### src/core/bud_pkg.sv
package bud_pkg;

	localparam int ADDR_WIDTH = 7;
	localparam int DATA_WIDTH = 8;

	// operation codes presented by the sequencer
	typedef enum logic [2:0] {
		complement_file_op = 3'h0,
		clear_file_op = 3'h1,
		decrement_file_op = 3'h2,
		clear_accumulator_op = 3'h3,
		decrement_skip_zero_op = 3'h4,
		increment_skip_zero_op = 3'h5,
		no_operation = 3'h6
	} bud_op_type;

	localparam logic DEST_ACCUM = 1'b0;
	localparam logic DEST_FILE = 1'b1;

	localparam logic [DATA_WIDTH-1:0] ZERO_BYTE = 8'h00;
	localparam logic [DATA_WIDTH-1:0] ONE_BYTE = 8'h01;
	localparam logic [DATA_WIDTH-1:0] RESET_ACCUM = 8'h00;
	localparam logic [ADDR_WIDTH-1:0] RESET_ADDR = 7'h00;
	localparam logic RESET_ZERO_FLAG = 1'b0;

endpackage : bud_pkg

### src/core/bud_file_mem.sv
module bud_file_mem
	import bud_pkg::*;
#(
	parameter int AW = ADDR_WIDTH,
	parameter int DW = DATA_WIDTH
) (
	input wire logic clk_sys,
	input wire logic writeEn,
	input wire logic [AW-1:0] writeAddr,
	input wire logic [DW-1:0] writeData,
	input wire logic [AW-1:0] readAddr,
	output logic [DW-1:0] readData
);

	logic [DW-1:0] store [0:(1<<AW)-1];

	// write-first bypass: a read of the word being written sees the new value
	wire bypass = writeEn && (writeAddr == readAddr);

	always_ff @(posedge clk_sys) begin
		if (writeEn) begin
			store[writeAddr] <= writeData;
		end
	end

	always_ff @(posedge clk_sys) begin
		readData <= bypass ? writeData : store[readAddr];
	end

endmodule : bud_file_mem

### src/core/bud_datapath.sv
module bud_datapath
	import bud_pkg::*;
#(
	parameter int AW = ADDR_WIDTH,
	parameter int DW = DATA_WIDTH
) (
	input wire logic clk_sys,
	input wire logic rstn,
	input wire logic opValid,
	input wire bud_op_type opCode,
	input wire logic [AW-1:0] opAddr,
	input wire logic opDest,
	input wire logic loadEn,
	input wire logic [AW-1:0] loadAddr,
	input wire logic [DW-1:0] loadData,
	output logic opReady,
	output logic doneValid,
	output logic skipTaken,
	output logic nopCycle,
	output logic [DW-1:0] resultData,
	output logic resultToFile,
	output logic [DW-1:0] accum,
	output logic zeroFlag
);

	////////////////////////////////////////////////////////////////
	// issue stage

	logic exValid;
	bud_op_type exOp;
	logic [AW-1:0] exAddr;
	logic exDest;
	logic [DW-1:0] fileData;

	wire take = opValid && opReady;
	wire opIsSkip = (opCode == decrement_skip_zero_op) || (opCode == increment_skip_zero_op);

	always_ff @(posedge clk_sys) begin
		if (!rstn) begin
			exValid <= 1'b0;
			exOp <= no_operation;
			exAddr <= RESET_ADDR;
			exDest <= DEST_ACCUM;
		end else begin
			exValid <= take;
			if (take) begin
				exOp <= opCode;
				exAddr <= opAddr;
				exDest <= opDest;
			end
		end
	end

	////////////////////////////////////////////////////////////////
	// execute stage

	wire isComp = exOp == complement_file_op;
	wire isClrF = exOp == clear_file_op;
	wire isDec = exOp == decrement_file_op;
	wire isClrW = exOp == clear_accumulator_op;
	wire isDecSkip = exOp == decrement_skip_zero_op;
	wire isIncSkip = exOp == increment_skip_zero_op;
	wire exIsSkip = isDecSkip || isIncSkip;
	wire usesDest = isComp || isDec || exIsSkip;
	// unknown codes behave as a no-operation
	wire exActive = exValid && (usesDest || isClrF || isClrW);

	wire [DW-1:0] compVal = ~fileData;
	wire [DW-1:0] decVal = DW'(fileData - ONE_BYTE);
	wire [DW-1:0] incVal = DW'(fileData + ONE_BYTE);
	wire [DW-1:0] exResult = isComp ? compVal :
		(isDec || isDecSkip) ? decVal :
		isIncSkip ? incVal : ZERO_BYTE;
	wire exZero = exResult == ZERO_BYTE;

	wire exWritesFile = exActive && (isClrF || (usesDest && exDest == DEST_FILE));
	wire exWritesAcc = exActive && (isClrW || (usesDest && exDest == DEST_ACCUM));
	// skip forms leave the status alone
	wire exUpdZ = exActive && !exIsSkip;
	wire exSkip = exValid && exIsSkip && exZero;

	// execution writes win over the side load port
	wire memWe = exWritesFile || loadEn;
	wire [AW-1:0] memWaddr = exWritesFile ? exAddr : loadAddr;
	wire [DW-1:0] memWdata = exWritesFile ? exResult : loadData;

	// a skip op holds issue until its outcome is known; a taken skip adds the nop slot
	wire next_opReady = !(take && opIsSkip) && !exSkip;

	bud_file_mem #(
		.AW(AW),
		.DW(DW)
	) fileMem (
		.clk_sys(clk_sys),
		.writeEn(memWe),
		.writeAddr(memWaddr),
		.writeData(memWdata),
		.readAddr(opAddr),
		.readData(fileData)
	);

	////////////////////////////////////////////////////////////////
	// architectural state and outputs

	always_ff @(posedge clk_sys) begin
		if (!rstn) begin
			accum <= RESET_ACCUM;
			zeroFlag <= RESET_ZERO_FLAG;
		end else begin
			if (exWritesAcc) begin
				accum <= exResult;
			end
			if (exUpdZ) begin
				zeroFlag <= exZero;
			end
		end
	end

	always_ff @(posedge clk_sys) begin
		if (!rstn) begin
			opReady <= 1'b1;
			doneValid <= 1'b0;
			skipTaken <= 1'b0;
			nopCycle <= 1'b0;
			resultData <= ZERO_BYTE;
			resultToFile <= 1'b0;
		end else begin
			opReady <= next_opReady;
			doneValid <= exValid;
			skipTaken <= exSkip;
			nopCycle <= exSkip;
			resultToFile <= exWritesFile;
			if (exValid) begin
				resultData <= exResult;
			end
		end
	end

	////////////////////////////////////////////////////////////////
	// checks

	property p_dest_accum;
		@(posedge clk_sys) disable iff (!rstn)
		exValid && usesDest && exDest == DEST_ACCUM |=> accum == resultData && !resultToFile;
	endproperty
	a_dest_accum: assert property (p_dest_accum) else $error("accumulator destination not honoured");

	property p_dest_file;
		@(posedge clk_sys) disable iff (!rstn)
		exValid && usesDest && exDest == DEST_FILE |=> resultToFile && accum == $past(accum);
	endproperty
	a_dest_file: assert property (p_dest_file) else $error("file destination not honoured");

	property p_file_readback;
		@(posedge clk_sys) disable iff (!rstn)
		exWritesFile && !take ##1 take && opAddr == $past(exAddr) |=> fileData == $past(resultData);
	endproperty
	a_file_readback: assert property (p_file_readback) else $error("file write lost");

	property p_complement;
		@(posedge clk_sys) disable iff (!rstn)
		exValid && isComp |=> resultData == ~$past(fileData) && zeroFlag == (resultData == ZERO_BYTE);
	endproperty
	a_complement: assert property (p_complement) else $error("complement result wrong");

	property p_clear_file;
		@(posedge clk_sys) disable iff (!rstn)
		exValid && isClrF |=> resultData == ZERO_BYTE && zeroFlag && resultToFile;
	endproperty
	a_clear_file: assert property (p_clear_file) else $error("clear file wrong");

	property p_decrement;
		@(posedge clk_sys) disable iff (!rstn)
		exValid && isDec |=> resultData == DW'($past(fileData) - ONE_BYTE) && !skipTaken;
	endproperty
	a_decrement: assert property (p_decrement) else $error("decrement result wrong");

	property p_clear_accum;
		@(posedge clk_sys) disable iff (!rstn)
		exValid && isClrW |=> accum == ZERO_BYTE && zeroFlag && !resultToFile;
	endproperty
	a_clear_accum: assert property (p_clear_accum) else $error("clear accumulator wrong");

	property p_dec_skip;
		@(posedge clk_sys) disable iff (!rstn)
		exValid && isDecSkip |=> zeroFlag == $past(zeroFlag) && skipTaken == (resultData == ZERO_BYTE)
			&& resultData == DW'($past(fileData) - ONE_BYTE);
	endproperty
	a_dec_skip: assert property (p_dec_skip) else $error("decrement skip wrong");

	property p_inc_skip;
		@(posedge clk_sys) disable iff (!rstn)
		exValid && isIncSkip |=> zeroFlag == $past(zeroFlag) && skipTaken == (resultData == ZERO_BYTE);
	endproperty
	a_inc_skip: assert property (p_inc_skip) else $error("increment skip flags or skip wrong");

	property p_inc_wrap;
		@(posedge clk_sys) disable iff (!rstn)
		exValid && isIncSkip && fileData == ~ZERO_BYTE |=> resultData == ZERO_BYTE && skipTaken;
	endproperty
	a_inc_wrap: assert property (p_inc_wrap) else $error("increment did not wrap");

	property p_zero_flag;
		@(posedge clk_sys) disable iff (!rstn)
		exUpdZ |=> zeroFlag == (resultData == ZERO_BYTE);
	endproperty
	a_zero_flag: assert property (p_zero_flag) else $error("zero flag mismatch");

	property p_single_cycle;
		@(posedge clk_sys) disable iff (!rstn)
		take && !opIsSkip |=> exValid && !exSkip ##1 doneValid && !skipTaken && (opReady || $past(take));
	endproperty
	a_single_cycle: assert property (p_single_cycle) else $error("plain op not single cycle");

	property p_skip_slot;
		@(posedge clk_sys) disable iff (!rstn)
		exSkip |=> nopCycle && !opReady ##1 opReady && !nopCycle;
	endproperty
	a_skip_slot: assert property (p_skip_slot) else $error("skip nop slot wrong");

endmodule : bud_datapath

### config.mk
export PLATFORM = sky130hd
export DESIGN_NAME = bud_datapath
export DESIGN_NICKNAME = d
export VERILOG_FILES = /design/src/core/bud_pkg.sv /design/src/core/bud_file_mem.sv /design/src/core/bud_datapath.sv
export SDC_FILE = /design/constraint.sdc
export NUM_CORES = 1
export LEC_CHECK = 0
export ABC_AREA = 0
export BUFFER_PORTS_ARGS = -buffer_cell sky130_fd_sc_hd__buf_2
export CAP_MARGIN = 0
export CORE_MARGIN = 2
export CORE_UTILIZATION = 41
export DETAILED_ROUTE_END_ITERATION = 7
export PLACE_DENSITY_LB_ADDON = 0.25
export SYNTH_ARGS = -nofsm -noshare
export SYNTH_HDL_FRONTEND = slang
export SYNTH_HIERARCHICAL = 1
export SYNTH_SLANG_ARGS = --single-unit
### constraint.sdc
create_clock -name clk_sys -period 23.3 [get_ports clk_sys]
set_clock_uncertainty 0.15 [all_clocks]
set_input_delay 4.66 -clock clk_sys [delete_from_list [all_inputs] [get_ports clk_sys]]
set_output_delay 4.66 -clock clk_sys [all_outputs]
set_load 0.05 [all_outputs]
==> reports/metrics.csv <==
stage,metric,value,unit
outcome,outcome,"finished, final reports clean",
detailed_routing,viasPerCell,5.75,
finish,final_common_cell,edfxtp_1,
grt,grt_usage,19.5,%
finish,drive_above_1_share,30.5,%
floorplanning,start_util,41.5,%
clock_tree,cts_tree,built,
synthesis,synth_ff_type,edfxtp_1,
clock_tree,clkLatencyLatePin,680,ps
worst_setup_path,end_kind,flip-flop,
grt,grt_max_degree,129,
synthesis,syn_area,0.0416,sq mm
clock_tree,holdBufCountCts,0,
synthesis,async_flop_share,0,%
sta,max_freq,0.121,GHz
synthesis,ys_types,57,
pwr,leakagePower,14.3,nW
sta,timing.final.max_slew_violations,0,
detailed_routing,drtIter0Drc,2351,
placement,dp_hpwl,60600,um
pwr,power_density,83.8,mW/mm^2
synthesis,yosysWarningCount,6,
detailed_routing,wl_per_cell,29.2,um
detailed_routing,drc,0,
floorplanning,die_h,323,um
clock_tree,root_buffer,clkbuf_16,
finish,stdcell_count,3427,
grt,gr-total-overflow,0,
synthesis,synth_edf_count,1024,
placement,post_dp_cell_area,0.0436,sq mm
worst_setup_path,required,23430,ps
job,maxCapViolCount,0,
synthesis,ys_seq_area_share,75.8,%
sta,setup_viol,0,
synthesis,synth_top_cell_by_area,edfxtp_1,
grt,antenna_found_initial,3,
floorplanning,ios,52,
clock_tree,htree_levels,3,
worst_setup_path,critPathMaxFanout,128,
finish,final_cell_mix,"1024 x edfxtp_1, 336 x mux4_2, 148 x nor2_1, 106 x clkbuf_16, 61 x buf_4",
floorplanning,die_area,0.104,sq mm
detailed_routing,wirelength,100000,um
finish,fin_nets,2016,
synthesis,synth.net_count,1909,
synthesis,synth_top_area_share,73.9,%
synthesis,post_synth.cell_area_avg,22.2,sq um
grt,grt_pass1_vias,19800,
sta,hold_viol_final,0,
detailed_routing,ant_nets,0,
min_path,hold_path_class,reg -> reg,
finish,syn2layout_area_growth,12.3,%
clock_tree,cts_setup_buffers,0,
floorplanning,core_area,0.100,sq mm
min_path,hp-start,exAddr[6],
sta,fin_setup_tns,0,ps
sta,rsz0062_at_grt,no,
floorplanning,rows,116,
synthesis,syn_inst,1877,
placement,io_buffers,51,
clock_tree,ctsLongestPathBuffers,3,
pwr,ir_drop,0.0504,mV
sta,fin_crit,8250,ps
clock_tree,cts_resized,0,
clock_tree,clk_pin_slew_worst_paths,60,ps
finish,finalInstanceArea,0.0467,sq mm
clock_tree,clock-sinks,1064,
worst_setup_path,cp-start-kind,flip-flop,
synthesis,netlist_top_cells_area,"edfxtp_1 74%, mux4_2 18%, dfxtp_1 1.9%, nor2_1 1.3%, clkbuf_1 0.47%",
placement,dp.cells,3235,
sta,fin_crit_sh,35.4,%
detailed_routing,drtPass1Iterations,5,
placement,place_congestion,0.853,
floorplanning,die_x,323,um
sta,max_slew_margin,7.38,%
finish,fin_util,46.6,%
worst_setup_path,timing_worst_setup_path_type,reg -> reg,
grt,grt_pass1_wl,145000,um
synthesis,synth_seq_cells,1064,
sta,tightest_slew,1380,ps
worst_setup_path,cp.arrival,8380,ps
detailed_routing,dr_total_vias,19700,
clock_tree,cts-buffers-inserted,104,
report_power, final:
| part | internal [W] | total (W) | switching, W |
|---|---|---|---|
| registers | 0.00211 | 0.00212 | 0.0000115 |
| logic | 0.0000872 | 0.000235 | 0.000148 |
| clock network | 0.000868 | 0.00156 | 0.000692 |
kinds of logic (layout without fill, tap and decap cells):
family	count (synthesis)	in the layout	synth area share (%)
flops	1064	1064	75.8
mux	354	354	18.7
simple gates	274	274	2.94
buf+inv	118	310	1.37
compound gates	59	59	1.02
xor+xnor	6	6	0.126
fa+ha+maj	2	2	0.0601
other cells	0	1	0
Yosys cell counts (all sizes together) (4+ instances only):
library cell  number
nor2             148
o21ai             11
edfxtp          1024
nand2             51
a21oi             14
nor4               4
a211oi            16
nand4              4
nor2b             10
mux4             336
clkbuf            53
nor4b              4
nand2b             5
buf               58
nand3             19
nor3              16
dfxtp             40
mux2              16
inv                7
per-stage QoR:
step / total power, W / setup WS, ps / hold WS, ps
floorplan: 0.00232 / 12860 / 284
global placement: 0.00239 / 15140 / 290
detailed placement: 0.00240 / 14940 / 301
CTS: 0.00395 / 14920 / 310
global route: 0.00404 / 14410 / 328
finish: 0.00392 / 15050 / 308
worst max-delay path, stage by stage (launching register included):
cell and delay (ps):
dfxtp_4 800, buf_4 870, buf_4 860, mux4_2 610, mux4_2 550, mux4_2 530
mux2_2 370, inv_1 80, ha_1 170, nor3b_1 450, a21oi_1 70, a2111oi_0 560
a211oi_1 210, buf_4 250, o21ai_4 110, buf_4 950
layout make-up:
cell class                      count  area (sq um)
Antenna cell                        1          2.50
Clock buffer                      136          2780
Clock inverter                     55           348
Fill cell                        8186         53500
Inverter                            7          26.3
Multi-Input combinational cell    695          9620
Sequential cell                  1064         31600
Tap cell                         1357          1700
Timing Repair Buffer              112           713
layer usage:
| metal | share of wire, % | vias to the layer above | GRT usage (%) | routed length, um |
|---|---|---|---|---|
| li1 | - | 8103 | - | - |
| met1 | 42 | 10700 | 28.0 | 42400 |
| met2 | 49 | 785 | 31.1 | 48600 |
| met3 | 7.4 | 122 | 3.65 | 7420 |
| met4 | 1.7 | 0 | 4.87 | 1730 |
| met5 | 0 | - | 0 | 0 |
path summary, 6_finish.rpt:
check | to | slack, ps | depth (start not counted)
worst max-delay path | fileMem/store[65][4] | 15050 | 15
worst min-delay path | exAddr[6] | 310 | 2
worst max register to register | fileMem/store[65][4] | 15050 | 15
worst min register to register | exAddr[6] | 310 | 2
registers in the layout (all words and copies together) (netlist names), named ones only:
signal and flops:
fileMem/store 1024, accum 8, resultData 8, exAddr 7, exOp 3, doneValid 1
exDest 1, exValid 1, nopCycle 1, opReady 1, resultToFile 1, zeroFlag 1
Note: power is estimated with default switching activity, not from simulation.
